`config.mk`:
```
export PLATFORM = sky130hd
export DESIGN_NAME = mt_position_tracker
export DESIGN_NICKNAME = d
export VERILOG_FILES = /design/src/pkg/mt_tracker_pkg.sv /design/src/logic/turn_counter.sv /design/src/logic/mt_position_tracker.sv
export VERILOG_INCLUDE_DIRS = /design/src /design/src/pkg
export SDC_FILE = /design/constraint.sdc
export NUM_CORES = 1
export LEC_CHECK = 0
export BUFFER_PORTS_ARGS = -buffer_cell sky130_fd_sc_hd__buf_2
export CAP_MARGIN = 30
export CORE_UTILIZATION = 58
export DETAILED_ROUTE_END_ITERATION = 10
export HOLD_SLACK_MARGIN = 0.06
export PLACE_DENSITY = 0.95
export RECOVER_POWER = 100
export SLEW_MARGIN = 10
export SYNTH_ARGS = -nofsm -noshare
export SYNTH_HDL_FRONTEND = slang
export SYNTH_HIERARCHICAL = 1
export SYNTH_SLANG_ARGS = --single-unit
```
`constraint.sdc`:
```
create_clock -name clk_in -period 7 [get_ports clk_in]
set_input_delay 0 -clock clk_in [delete_from_list [all_inputs] [get_ports clk_in]]
set_output_delay 0 -clock clk_in [all_outputs]
set_load 0.03 [all_outputs]
```
`src/pkg/mt_tracker_consts.svh`:
```
// offsets, field positions, reset values and timing counts
`ifndef MT_TRACKER_CONSTS_SVH
`define MT_TRACKER_CONSTS_SVH
`define OFS_MODE        4'h0
`define OFS_ROT_LIMIT   4'h4
`define OFS_STATUS      4'h8
`define OFS_TURNS       4'hC
`define MODE_INCR       16'h0000
`define MODE_LINEAR     16'h0001
`define MODE_ROTARY     16'h0002
`define MODE_SINGLE     16'h0003
`define MODE_CLR_ALARM  16'h0005
`define MODE_CLR_TURNS  16'h0009
`define MODE_RST        16'h0000
`define ROT_LIMIT_RST   16'h7FFF
`define TURNS_MAX       16'sh7FFF
`define TURNS_MIN       16'sh8000
`define ST_MASK_17      23'h01FFFF
`define ST_MASK_23      23'h7FFFFF
`define STAT_ALARM_BIT  0
`define STAT_VALID_BIT  1
`define STAT_LOW_BIT    2
`define STAT_DEAD_BIT   3
`define STAT_RANGE_BIT  4
`define CLR_TIME_MS     3000
`define CLK_HZ          20000000
`define CLR_CYCLES      ((`CLK_HZ / 1000) * `CLR_TIME_MS)
`endif

```
`src/pkg/mt_tracker_pkg.sv`:
```
// types shared by the multiturn position tracker
package mt_tracker_pkg;
    typedef struct packed {
        logic        step_valid;
        logic        step_ccw;
        logic [22:0] single_pos;
        logic        res_23bit;
    } enc_sample_t;

    typedef struct packed {
        logic battery_low;
        logic battery_dead;
        logic first_use;
    } battery_t;

    typedef enum logic [1:0] {
        CLR_IDLE,
        CLR_BUSY,
        CLR_FAIL
    } clr_state_t;
endpackage

```
`src/logic/turn_counter.sv`:
```
// revolution counter with linear and rotary wrap
`timescale 1ns/1ps
`include "mt_tracker_consts.svh"
module turn_counter
    import mt_tracker_pkg::*;
(
    input  wire logic        clk_in,
    input  wire logic        rst_in,
    input  wire logic        step_in,
    input  wire logic        ccw_in,
    input  wire logic        rotary_in,
    input  wire logic [15:0] limit_in,
    input  wire logic        zero_in,
    input  wire logic        keep_in,
    input  wire logic        multiturn_in,
    input  wire logic signed [15:0] keep_value_in,
    output logic signed [15:0] turns_out
);
    logic signed [15:0] turns_r;
    logic signed [15:0] turns_nxt;
    logic               restore_r;
    logic signed [15:0] keep_r;
    logic               load;

    assign load = restore_r && multiturn_in;

    always_comb begin
        turns_nxt = turns_r;
        if (zero_in) begin
            turns_nxt = 16'sh0000;
        end else if (load) begin
            turns_nxt = keep_r;
        end else if (step_in && rotary_in) begin
            // rotary keeps 0..limit in both directions
            if (ccw_in) begin
                turns_nxt = (turns_r >= $signed(limit_in)) ?
                    16'sh0000 : 16'(turns_r + 16'sh0001);
            end else begin
                turns_nxt = (turns_r <= 16'sh0000) ?
                    $signed(limit_in) : 16'(turns_r - 16'sh0001);
            end
        end else if (step_in) begin
            // natural two's complement wrap gives +32767 -> -32768
            turns_nxt = ccw_in ? 16'(turns_r + 16'sh0001)
                               : 16'(turns_r - 16'sh0001);
        end
    end

    always_ff @(posedge clk_in) begin
        if (rst_in) begin
            turns_r <= 16'sh0000;
        end else begin
            turns_r <= turns_nxt;
        end
    end

    // retained count waits until software picks a multiturn mode
    always_ff @(posedge clk_in) begin
        if (rst_in) begin
            restore_r <= 1'b0;
            keep_r    <= 16'sh0000;
        end else if (keep_in) begin
            restore_r <= 1'b1;
            keep_r    <= keep_value_in;
        end else if (load || zero_in) begin
            restore_r <= 1'b0;
        end
    end

    assign turns_out = turns_r;

    a_wrap_ccw: assert property (@(posedge clk_in) disable iff (rst_in)
        (step_in && ccw_in && !rotary_in && !zero_in && !load
         && turns_r == `TURNS_MAX) |=> turns_r == `TURNS_MIN)
        else $error("ccw wrap missed");
    a_rotary_range: assert property (@(posedge clk_in) disable iff (rst_in)
        (step_in && rotary_in && !zero_in && !load && turns_r >= 16'sh0000
         && turns_r <= $signed(limit_in) && $stable(limit_in))
        |=> turns_r >= 16'sh0000)
        else $error("rotary count negative");
endmodule // turn_counter

```
`src/logic/mt_position_tracker.sv`:
```
// multiturn absolute position tracker with avalon register slave
//
// Design decisions made here: the Avalon-MM register port and the register offsets.
`timescale 1ns/1ps
`include "mt_tracker_consts.svh"
module mt_position_tracker
    import mt_tracker_pkg::*;
#(
    parameter int unsigned CLR_TIMEOUT = `CLR_CYCLES
) (
    input  wire logic        clk_in,
    input  wire logic        rst_in,
    input  wire logic [3:0]  avs_address_in,
    input  wire logic        avs_read_in,
    input  wire logic        avs_write_in,
    input  wire logic [31:0] avs_writedata_in,
    input  wire logic [3:0]  avs_byteenable_in,
    output logic [31:0]      avs_readdata_out,
    output logic             avs_waitrequest_out,
    input  wire enc_sample_t enc_in,
    input  wire battery_t    battery_in,
    input  wire logic [22:0] home_offset_in,
    input  wire logic [22:0] target_pos_in,
    input  wire logic        retained_valid_in,
    input  wire logic signed [15:0] retained_turns_in,
    output logic             alarm_output_pin_out,
    output logic             halt_out,
    output logic             target_ok_out,
    output logic signed [15:0] turns_out,
    output logic [22:0]      single_pos_out,
    output logic             pos_valid_out
);
    logic [15:0]        encoder_mode_setting_r;
    logic [15:0]        rotary_turn_upper_limit_r;
    logic               alarm_r;
    logic               latched_r;
    logic               range_err_r;
    logic               powerup_r;
    logic               answered_r;
    clr_state_t         clr_state_r;
    logic [31:0]        clr_cnt_r;
    logic signed [15:0] turns_w;
    logic               zero_turns;
    logic               do_clear;
    logic               step_ok;
    logic               access;
    logic               wr_take;
    logic [22:0]        res_mask;
    logic [23:0]        tgt_rel;

    assign access     = (avs_read_in || avs_write_in) && !answered_r;
    // writes land on the answer edge, when waitrequest is seen low
    assign wr_take    = avs_write_in && !avs_waitrequest_out;
    assign res_mask   = enc_in.res_23bit ? `ST_MASK_23 : `ST_MASK_17;
    // clears only take effect once the battery is healthy again
    assign do_clear   = clr_state_r == CLR_BUSY && !battery_in.battery_low
                        && !battery_in.battery_dead;
    assign zero_turns = (do_clear
                        && encoder_mode_setting_r == `MODE_CLR_TURNS)
                        || (powerup_r && !retained_valid_in);
    // counting stops while alarmed; single-turn mode never counts turns
    assign step_ok    = enc_in.step_valid && !alarm_r
                        && encoder_mode_setting_r != `MODE_SINGLE;

    turn_counter u_turns (
        .clk_in    (clk_in),
        .rst_in    (rst_in),
        .step_in   (step_ok),
        .ccw_in    (enc_in.step_ccw),
        .rotary_in (encoder_mode_setting_r == `MODE_ROTARY),
        .limit_in  (rotary_turn_upper_limit_r),
        .zero_in   (zero_turns),
        .keep_in   (powerup_r && retained_valid_in),
        .multiturn_in  (!alarm_r && (encoder_mode_setting_r == `MODE_LINEAR
                        || encoder_mode_setting_r == `MODE_ROTARY)),
        .keep_value_in (retained_turns_in),
        .turns_out (turns_w)
    );

    // avalon slave: one wait cycle, answer on the second edge
    always_ff @(posedge clk_in) begin
        if (rst_in) begin
            answered_r <= 1'b0;
        end else begin
            answered_r <= access;
        end
    end

    always_ff @(posedge clk_in) begin
        if (rst_in) begin
            avs_waitrequest_out <= 1'b1;
        end else begin
            avs_waitrequest_out <= !access;
        end
    end

    always_ff @(posedge clk_in) begin
        if (rst_in) begin
            avs_readdata_out <= 32'h0000_0000;
        end else if (access && avs_read_in) begin
            case (avs_address_in)
                `OFS_MODE:
                    avs_readdata_out <= {16'h0000, encoder_mode_setting_r};
                `OFS_ROT_LIMIT:
                    avs_readdata_out <= {16'h0000, rotary_turn_upper_limit_r};
                `OFS_STATUS:
                    avs_readdata_out <= {27'h0000000, range_err_r,
                        battery_in.battery_dead, battery_in.battery_low,
                        !alarm_r, alarm_r};
                `OFS_TURNS:
                    avs_readdata_out <= {{16{turns_w[15]}}, turns_w};
                default:
                    avs_readdata_out <= 32'h0000_0000;
            endcase
        end
    end

    // mode register; 5 and 9 revert to linear multiturn when done
    always_ff @(posedge clk_in) begin
        if (rst_in) begin
            encoder_mode_setting_r <= `MODE_RST;
        end else if (wr_take && avs_address_in == `OFS_MODE) begin
            if (avs_byteenable_in[0]) begin
                encoder_mode_setting_r[7:0] <= avs_writedata_in[7:0];
            end
            if (avs_byteenable_in[1]) begin
                encoder_mode_setting_r[15:8] <= avs_writedata_in[15:8];
            end
        end else if (do_clear) begin
            encoder_mode_setting_r <= `MODE_LINEAR;
        end
    end

    always_ff @(posedge clk_in) begin
        if (rst_in) begin
            rotary_turn_upper_limit_r <= `ROT_LIMIT_RST;
        end else if (wr_take && avs_address_in == `OFS_ROT_LIMIT) begin
            if (avs_byteenable_in[0]) begin
                rotary_turn_upper_limit_r[7:0] <= avs_writedata_in[7:0];
            end
            if (avs_byteenable_in[1]) begin
                rotary_turn_upper_limit_r[15:8] <= avs_writedata_in[15:8];
            end
        end
    end

    // clear sequencer with 3 s failure window
    always_ff @(posedge clk_in) begin
        if (rst_in) begin
            clr_state_r <= CLR_IDLE;
            clr_cnt_r   <= 32'h0000_0000;
        end else begin
            case (clr_state_r)
                CLR_IDLE: begin
                    clr_cnt_r <= 32'h0000_0000;
                    if (encoder_mode_setting_r == `MODE_CLR_ALARM
                        || encoder_mode_setting_r == `MODE_CLR_TURNS) begin
                        clr_state_r <= CLR_BUSY;
                    end
                end
                CLR_BUSY: begin
                    clr_cnt_r <= clr_cnt_r + 32'h0000_0001;
                    if (do_clear) begin
                        clr_state_r <= CLR_IDLE;
                    end else if (clr_cnt_r >= CLR_TIMEOUT - 1) begin
                        clr_state_r <= CLR_FAIL;
                    end
                end
                CLR_FAIL: begin
                    if (encoder_mode_setting_r != `MODE_CLR_ALARM
                        && encoder_mode_setting_r != `MODE_CLR_TURNS) begin
                        clr_state_r <= CLR_IDLE;
                    end
                end
                default: clr_state_r <= CLR_IDLE;
            endcase
        end
    end

    // power-up: one cycle after reset adopts retained data
    always_ff @(posedge clk_in) begin
        if (rst_in) begin
            powerup_r <= 1'b1;
        end else begin
            powerup_r <= 1'b0;
        end
    end

    // deep faults need a turn clear; low battery alone clears on restart
    always_ff @(posedge clk_in) begin
        if (rst_in) begin
            latched_r <= 1'b0;
        end else if (battery_in.battery_dead
                     || battery_in.first_use) begin
            latched_r <= 1'b1;
        end else if (do_clear
                     && encoder_mode_setting_r == `MODE_CLR_TURNS) begin
            latched_r <= 1'b0;
        end
    end

    always_ff @(posedge clk_in) begin
        if (rst_in) begin
            range_err_r <= 1'b0;
        end else if (encoder_mode_setting_r == `MODE_SINGLE
                     && enc_in.step_valid) begin
            range_err_r <= 1'b1;
        end else if (do_clear) begin
            range_err_r <= 1'b0;
        end
    end

    // set wins over clear; incremental mode holds the alarm clear whatever the battery state
    always_ff @(posedge clk_in) begin
        if (rst_in) begin
            alarm_r <= 1'b0;
        // a range error is a source that the clear itself removes
        end else if (encoder_mode_setting_r != `MODE_INCR
                     && ((range_err_r && !do_clear)
                     || battery_in.battery_low
                     || battery_in.battery_dead || battery_in.first_use
                     || (latched_r && !(do_clear
                     && encoder_mode_setting_r == `MODE_CLR_TURNS)))) begin
            alarm_r <= 1'b1;
        end else if (encoder_mode_setting_r == `MODE_INCR || do_clear) begin
            alarm_r <= 1'b0;
        end
    end

    always_ff @(posedge clk_in) begin
        if (rst_in) begin
            alarm_output_pin_out <= 1'b0;
            halt_out             <= 1'b0;
            pos_valid_out        <= 1'b0;
        end else begin
            alarm_output_pin_out <= alarm_r;
            halt_out             <= alarm_r;
            pos_valid_out        <= !alarm_r && !latched_r;
        end
    end

    assign tgt_rel = {1'b0, target_pos_in} - {1'b0, home_offset_in};

    // a borrow means the target lies below the home offset
    always_ff @(posedge clk_in) begin
        if (rst_in) begin
            target_ok_out <= 1'b0;
        end else begin
            target_ok_out <= encoder_mode_setting_r != `MODE_SINGLE
                             || (enc_in.res_23bit
                             && !tgt_rel[23]);
        end
    end

    // retained turns are adopted inside the counter, not here
    always_ff @(posedge clk_in) begin
        if (rst_in) begin
            turns_out <= 16'sh0000;
        end else begin
            turns_out <= turns_w;
        end
    end

    always_ff @(posedge clk_in) begin
        if (rst_in) begin
            single_pos_out <= 23'h000000;
        end else begin
            single_pos_out <= enc_in.single_pos & res_mask;
        end
    end

    a_halt_follows: assert property (@(posedge clk_in) disable iff (rst_in)
        alarm_r |=> ##0 (alarm_output_pin_out && halt_out))
        else $error("alarm not on pin");
    a_low_bat: assert property (@(posedge clk_in) disable iff (rst_in)
        (battery_in.battery_low && encoder_mode_setting_r != `MODE_INCR)
        |=> alarm_r)
        else $error("low battery not alarmed");
    a_dead_hold: assert property (@(posedge clk_in) disable iff (rst_in)
        (latched_r && encoder_mode_setting_r == `MODE_LINEAR) |=> alarm_r)
        else $error("dead battery alarm dropped");
    a_first_use: assert property (@(posedge clk_in) disable iff (rst_in)
        battery_in.first_use |=> latched_r ##1 !pos_valid_out)
        else $error("first use not flagged");
    a_clr_revert: assert property (@(posedge clk_in) disable iff (rst_in)
        do_clear |=> encoder_mode_setting_r == `MODE_LINEAR
        || $past(avs_write_in))
        else $error("clear did not revert mode");
    a_zero_turns: assert property (@(posedge clk_in) disable iff (rst_in)
        (do_clear && encoder_mode_setting_r == `MODE_CLR_TURNS)
        |=> turns_w == 16'sh0000)
        else $error("turn clear failed");
    a_single_alarm: assert property (@(posedge clk_in) disable iff (rst_in)
        (encoder_mode_setting_r == `MODE_SINGLE && enc_in.step_valid)
        |=> ##1 alarm_r)
        else $error("single-turn overflow not alarmed");
    a_no_count_alarm: assert property (@(posedge clk_in) disable iff (rst_in)
        (alarm_r && !zero_turns) |=> $stable(turns_w))
        else $error("count moved under alarm");
    a_pos_mask: assert property (@(posedge clk_in) disable iff (rst_in)
        !enc_in.res_23bit |=> single_pos_out[22:17] == 6'h00)
        else $error("17-bit position out of range");
endmodule // mt_position_tracker

```
==> flow_summary.json, run 1 <==
{
  "row_count": 44,
  "grt_max_degree": 88,
  "syn_nets": 1188,
  "antenna_found_initial": 0,
  "overflow": 0,
  "rr_worst_depth": 9,
  "cp-start-kind": "flop",
  "seq_power_share_pct": 43.7,
  "core_mm2": 0.0145,
  "avgSynthCellArea_um2": 8.57,
  "hold_slack_ps": 141,
  "finalSetupTns_ps": 0,
  "r2r_slack_ps": 2730,
  "drive_gt1_share_pct": 13.3,
  "finalCritPeriodShare_pct": 60.9,
  "synth.most_common_cell": "dfxtp_1",
  "nets": 1434,
  "grt_use_met2_pct": 58.2,
  "die_area_mm2": 0.0154,
  "ys_top_cells_by_area": "dfxtp_1, ha_1, nor2_1",
  "drt_iter0_markers": 1679,
  "start_util_pct": 59.6,
  "die_h_um": 124,
  "vias": 9310,
  "critPathLaunch": "encoder_mode_setting_r[8]",
  "cts_sinks": 164,
  "p_comb_share_pct": 15.5,
  "seq_area_frac_synth_pct": 37.9,
  "power_frac_clock_pct": 40.8,
  "post_drt_wl_per_cell_um": 19.4,
  "maxCapViolCount": 1,
  "clk_pin_slew_ps": 70,
  "final_antenna_net_count": 0,
  "post_cts_resize_count": 0,
  "critPathKind": "reg -> reg",
  "io_pins": 212,
  "dpl.hpwl_um": 16700,
  "endpoint": "u_turns/turns_out[14]",
  "power.switching_w": 0.000631,
  "grtUsageMet1_pct": 43.0,
  "track_usage_pct": 36.7,
  "drc": 0,
  "synth.distinct_cells": 74,
  "synth_top_area_share_pct": 37.9,
  "hold_buffers": 98,
  "hold_violations": 0,
  "first_pass_iters": 8,
  "cp_max_fo": 18,
  "r2r_start": "encoder_mode_setting_r[8]",
  "syn-cell-area_mm2": 0.00866,
  "peakVddDrop_uv": 193,
  "htree_levels": 4,
  "synth_largest_area_cell": "dfxtp_1",
  "via_per_inst": 6.42,
  "top_usage_layer": "met2",
  "use_met3_pct": 10.0,
  "whs_path_depth": 4,
  "finalSetupViolCount": 0,
  "grt_pass1_vias": 8729,
  "cellLeakagePower_nw": 4.70,
  "cts_root_buf": "clkbuf_16",
  "cts_buffers": 17,
  "io_buffer_count": 193,
  "worstPathArrival_ps": 4590,
  "grt_setup_unrepaired": "no",
  "clock_skew_ps": 13.7,
  "fmax_ghz": 0.234,
  "wl_um": 28100,
  "ys.flop_type": "dfxtp_1",
  "die_x_um": 124,
  "violations": "max-capacitance violations, max-slew violations",
  "period_minus_slack_ps": 4270,
  "slew_viol_final": 32,
  "crit_path_end_kind": "flop",
  "cts_tree": "done",
  "async_flop_share_pct": 0,
  "place.gp.congestion": 0.933,
  "p_sw_share_pct": 27.5,
  "cts_buffer_depth": 2,
  "syn_to_final_growth_pct": 26.6,
  "hold_class": "in -> reg",
  "cp.required_ps": 7320,
  "antenna_cells": 0,
  "r2r_end": "u_turns/turns_out[14]",
  "worst_slew_pin_slew_ps": 1690,
  "status": "finished, violations left",
  "cts_setup_buffers": 0,
  "slew-limit-headroom_pct": -12.4,
  "clk_latency_ps": 440,
  "yosys_warnings": 6,
  "ys_seq_elements": 164,
  "intPower_w": 0.00166,
  "netlist_top_cells_count": "dfxtp_1, nor2_1, nand2_1, inv_1, nor2b_1",
  "synth_edf_count": 0,
  "grt_pass1_wl_um": 43300,
  "syn_inst": 1010,
  "powerDensity_mw_per_mm2": 209
}
-- sequential cells by signal, summed over array words and instances (netlist names), 2 cells and up --
signal                     count
clr_cnt_r                     32
single_pos_out                23
avs_readdata_out              17
encoder_mode_setting_r        16
rotary_turn_upper_limit_r     16
turns_out                     16
u_turns/keep_r                16
u_turns/turns_out             16
clr_state_r                    2
-- cell usage in the layout (no fill, tap or decap), types with 25 or more instances in the layout --
cell type	instances
nor2_1	119
buf_2	116
nand3_1	33
xor2_1	27
a21oi_1	36
dlygate4sd3_1	98
inv_1	53
o21ai_0	29
nor2b_1	47
ha_1	42
clkbuf_1	79
nand4_1	25
a22oi_1	27
mux2i_1	26
nand2_1	77
dfxtp_1	164
-- worst min-delay path by stage --
stage,startpoint,endpoint,slack [ps]
4_1_cts,battery_in[1],clr_state_r[1],90
2_1_floorplan,rst_in,powerup_r,30
3_5_place_dp,enc_in[18],single_pos_out[17],200
3_3_place_gp,enc_in[19],single_pos_out[18],200
5_1_grt,avs_address_in[0],avs_readdata_out[4],180
6_report,avs_byteenable_in[0],rotary_turn_upper_limit_r[4],140
-- logic make-up (layout without fill, tap and decap cells) --
family / count (synthesis) / count (layout) / share of synthesized area, %
AOI/OAI and AO/OA: 197 / 197 / 16.6
xor gates and xnor gates: 41 / 41 / 4.15
adders and majority gates: 42 / 42 / 6.07
buffers and inverters: 123 / 380 / 6.87
DFF: 164 / 164 / 37.9
muxes: 26 / 26 / 3.01
and+or+nand+nor: 417 / 417 / 25.4
-- per-layer routing --
layer  up-vias  routed length (µm)
met4         0                1780
met1      4214               10100
met2       815               12800
li1       4095                   -
met3       186                3440
met5         -                   0
-- stage by stage --
stage	cell area [µm²]	setup WS [ps]	total power (W)	utilization, %	std cells
after floorplan	8660	4240	0.00122	-	1010
after global placement	9500	3540	0.00130	65.3	1322
after detailed placement	9500	3460	0.00132	65.3	1322
after CTS	11100	3410	0.00227	76.1	1450
after global routing	11000	2520	0.00236	75.4	1451
final	11000	2730	0.00229	75.4	1451
-- critical path, stage by stage, from the launching register on --
cell      delay [ps]
dfxtp_1          330
nor4_1           550
nand4_1          380
nor3b_1          650
nand2_1          250
a21oi_1          650
clkbuf_1         640
o21ai_0          280
a221oi_1         330
nor4_1            80
-- power by group through the flow --
stage / sequential, W / clock (W) / combinational (W)
floorplan: 0.00103 / 0 / 0.000194
global placement: 0.00102 / 0 / 0.000288
detailed placement: 0.00102 / 0 / 0.000298
CTS: 0.000998 / 0.000934 / 0.000340
global route: 0.00100 / 0.000976 / 0.000382
finish: 0.00100 / 0.000935 / 0.000356
-- area by class of cell --
| class | instances | area (µm²) |
|---|---|---|
| clock buffer | 20 | 457 |
| fill | 963 | 3580 |
| timing repair buffer | 296 | 1880 |
| multi-input combinational | 723 | 4770 |
| tap | 184 | 230 |
| sequential | 164 | 3280 |
| inverter | 54 | 203 |
| clock inverter | 10 | 125 |
No activity file was read; power rests on OpenSTA's default activity.
==> run 2: changes to the inputs <==
CORE_UTILIZATION = 49   (was 58)
PLACE_DENSITY = 0.86   (was 0.95)
clock period = 3.7 ns   (was 7 ns; I/O delays follow)
==> run 2 against run 1 <==
  * The run still ends with max-capacitance violations, max-slew violations left
  * Register-to-register slack worse by 2400 ps
  * Clock skew decreased by 2.5 ps
  * Critical path depth is the same
  * Design area increased by 1.5%
  * Final cell count up 4.2%
  * Worst hold slack worse by 78 ps
  * Combinational power is 100% higher
  * Clock-buffer cell count shrank 3
  * Clock power up 86%
  * Critical endpoint is now u_turns/turns_out[4]
  * Largest cell class unchanged
  * Largest power group unchanged
  * Highest routed layer unchanged
==> flow_summary.json, run 2 (synthesis gave the netlist of run 1 again) <==
{
  "rr_worst_depth": 9,
  "peakVddDrop_uv": 387,
  "clk_latency_ps": 430,
  "nets": 1451,
  "grt_setup_unrepaired": "no",
  "final_common_cell": "dfxtp_1",
  "seq_power_share_pct": 43.0,
  "cts_setup_buffers": 0,
  "finalSetupTns_ps": 0,
  "cellLeakagePower_nw": 4.79,
  "dpl.hpwl_um": 17700,
  "violations": "max-capacitance violations, max-slew violations",
  "worstPathCellList": "inv_1 > ha_1 > nand4_1 > o41ai_1 > inv_1 > o311ai_0 > o211ai_1 > a221oi_1 > nor4_1",
  "powerDensity_mw_per_mm2": 388,
  "p_sw_share_pct": 29.7,
  "htree_levels": 4,
  "wl_um": 25900,
  "io_pins": 212,
  "power_frac_clock_pct": 40.4,
  "maxCapViolCount": 2,
  "drc": 0,
  "clk_pin_slew_ps": 80,
  "cp-start-kind": "flop",
  "syn_to_final_growth_pct": 28.4,
  "whs_path_depth": 5,
  "cp.required_ps": 4010,
  "finalSetupViolCount": 0,
  "row_count": 48,
  "post_cts_resize_count": 0,
  "fmax_ghz": 0.299,
  "cp_common_cell": "inv_1",
  "critPathKind": "reg -> reg",
  "die_h_um": 135,
  "via_per_inst": 5.83,
  "place.gp.congestion": 0.936,
  "cts_buffer_depth": 2,
  "cts_sinks": 164,
  "slew-limit-headroom_pct": -12.6,
  "cts_tree": "done",
  "finalCritPeriodShare_pct": 90.5,
  "die_area_mm2": 0.0182,
  "antenna_found_initial": 1,
  "period_minus_slack_ps": 3350,
  "first_pass_iters": 6,
  "critPathMaxStageDelay_ps": 920,
  "post_drt_wl_per_cell_um": 17.1,
  "overflow": 0,
  "worstPathArrival_ps": 3660,
  "cts_root_buf": "clkbuf_16",
  "io_buffer_count": 193,
  "worst_slew_pin_slew_ps": 1690,
  "top_regs": "clr_cnt_r: 32 flops, single_pos_out: 23 flops, avs_readdata_out: 17 flops",
  "vias": 8813,
  "crit_path_end_kind": "flop",
  "drive_gt1_share_pct": 14.7,
  "power.switching_w": 0.00128,
  "p_total_w": 0.00431,
  "core_mm2": 0.0173,
  "cp.depth": 9,
  "start_util_pct": 50.0,
  "grt_pass1_vias": 8059,
  "cts_buffers": 17,
  "crit_family": "compound AO/OA/AOI/OAI gates",
  "die_x_um": 135,
  "grt_max_degree": 82,
  "slew_viol_final": 114,
  "intPower_w": 0.00303,
  "hold_class": "in -> reg",
  "critPathBufInv": 2,
  "final_cell_mix": "dfxtp_1, nor2_1, buf_2, dlygate4sd3_1, clkbuf_1",
  "hold_violations": 0,
  "drt_iter0_markers": 1189,
  "cp_max_fo": 5,
  "regMostFlops": "clr_cnt_r",
  "slowest_stage": "o41ai_1",
  "grt_pass1_wl_um": 40700,
  "largest_register_ff_count": 32,
  "p_comb_share_pct": 16.6,
  "status": "finished, violations left",
  "clock_skew_ps": 11.2,
  "track_usage_pct": 28.3,
  "final_antenna_net_count": 0
}
run 2: cell count changes in the layout (fill, tap and decap cells not counted), sizes merged:
cell,previous run,this run
buf,120,136
bufinv,2,0
dlygate4sd3,98,96
clkinv,2,7
clkinvlp,4,1
inv,56,61
diode,0,1
run 2: area by class of cell:
class,count,area [µm²]
inverter,54,203
tap,225,282
multi-input combinational,723,4770
fill,1413,6180
timing repair buffer,313,2000
sequential,164,3280
antenna,1,2.50
clock buffer,17,425
clock inverter,15,158
run 2: what timing repair did:
action	in CTS	in global routing
endpoints found under the hold margin	85	0
setup endpoints to repair	0	0
hold buffers	96	0
run 2: worst paths after layout:
| path | slack, ps | startpoint | end |
|---|---|---|---|
| worst max register to register | 350 | rotary_turn_upper_limit_r[15] | u_turns/turns_out[4] |
| worst min-delay path | 60 | retained_valid_in | u_turns/restore_r |
| worst max-delay path | 350 | rotary_turn_upper_limit_r[15] | u_turns/turns_out[4] |
| worst min register to register | 470 | latched_r | pos_valid_out |
run 2: power groups by stage:
stage / Clock [W] / Combinational [W] / Sequential (W)
floorplan: 0 / 0.000367 / 0.00194
global placement: 0 / 0.000616 / 0.00189
detailed placement: 0 / 0.000633 / 0.00189
CTS: 0.00175 / 0.000710 / 0.00185
global route: 0.00183 / 0.000774 / 0.00186
finish: 0.00174 / 0.000717 / 0.00185
run 2: worst reg2reg max path: stages, from the launching register on:
cell	delay (ps)
dfxtp_1	430
inv_1	70
ha_1	300
nand4_1	200
o41ai_1	920
inv_1	210
o311ai_0	230
o211ai_1	380
a221oi_1	420
nor4_1	80
run 2: metrics by stage:
step           cells  hold WS, ps  utilization, %  setup slack, ps  area (µm²)
6_report        1512         63.5            64.3              352       11100
5_1_grt         1512          124            64.3              232       11100
4_1_cts         1511         65.4            65.0              536       11200
3_5_place_dp    1383          205            56.1              549        9700
3_3_place_gp    1383          199            56.1              598        9700
2_1_floorplan   1010         27.7               -              944        8660
run 2: per-layer routing:
metal | wire length [µm] | track usage [%] | vias to the layer above
met5 | 0 | 0 | -
met1 | 10900 | 36.8 | 4109
met2 | 12100 | 46.5 | 504
met3 | 2290 | 4.69 | 61
li1 | - | - | 4139
met4 | 678 | 11.2 | 0
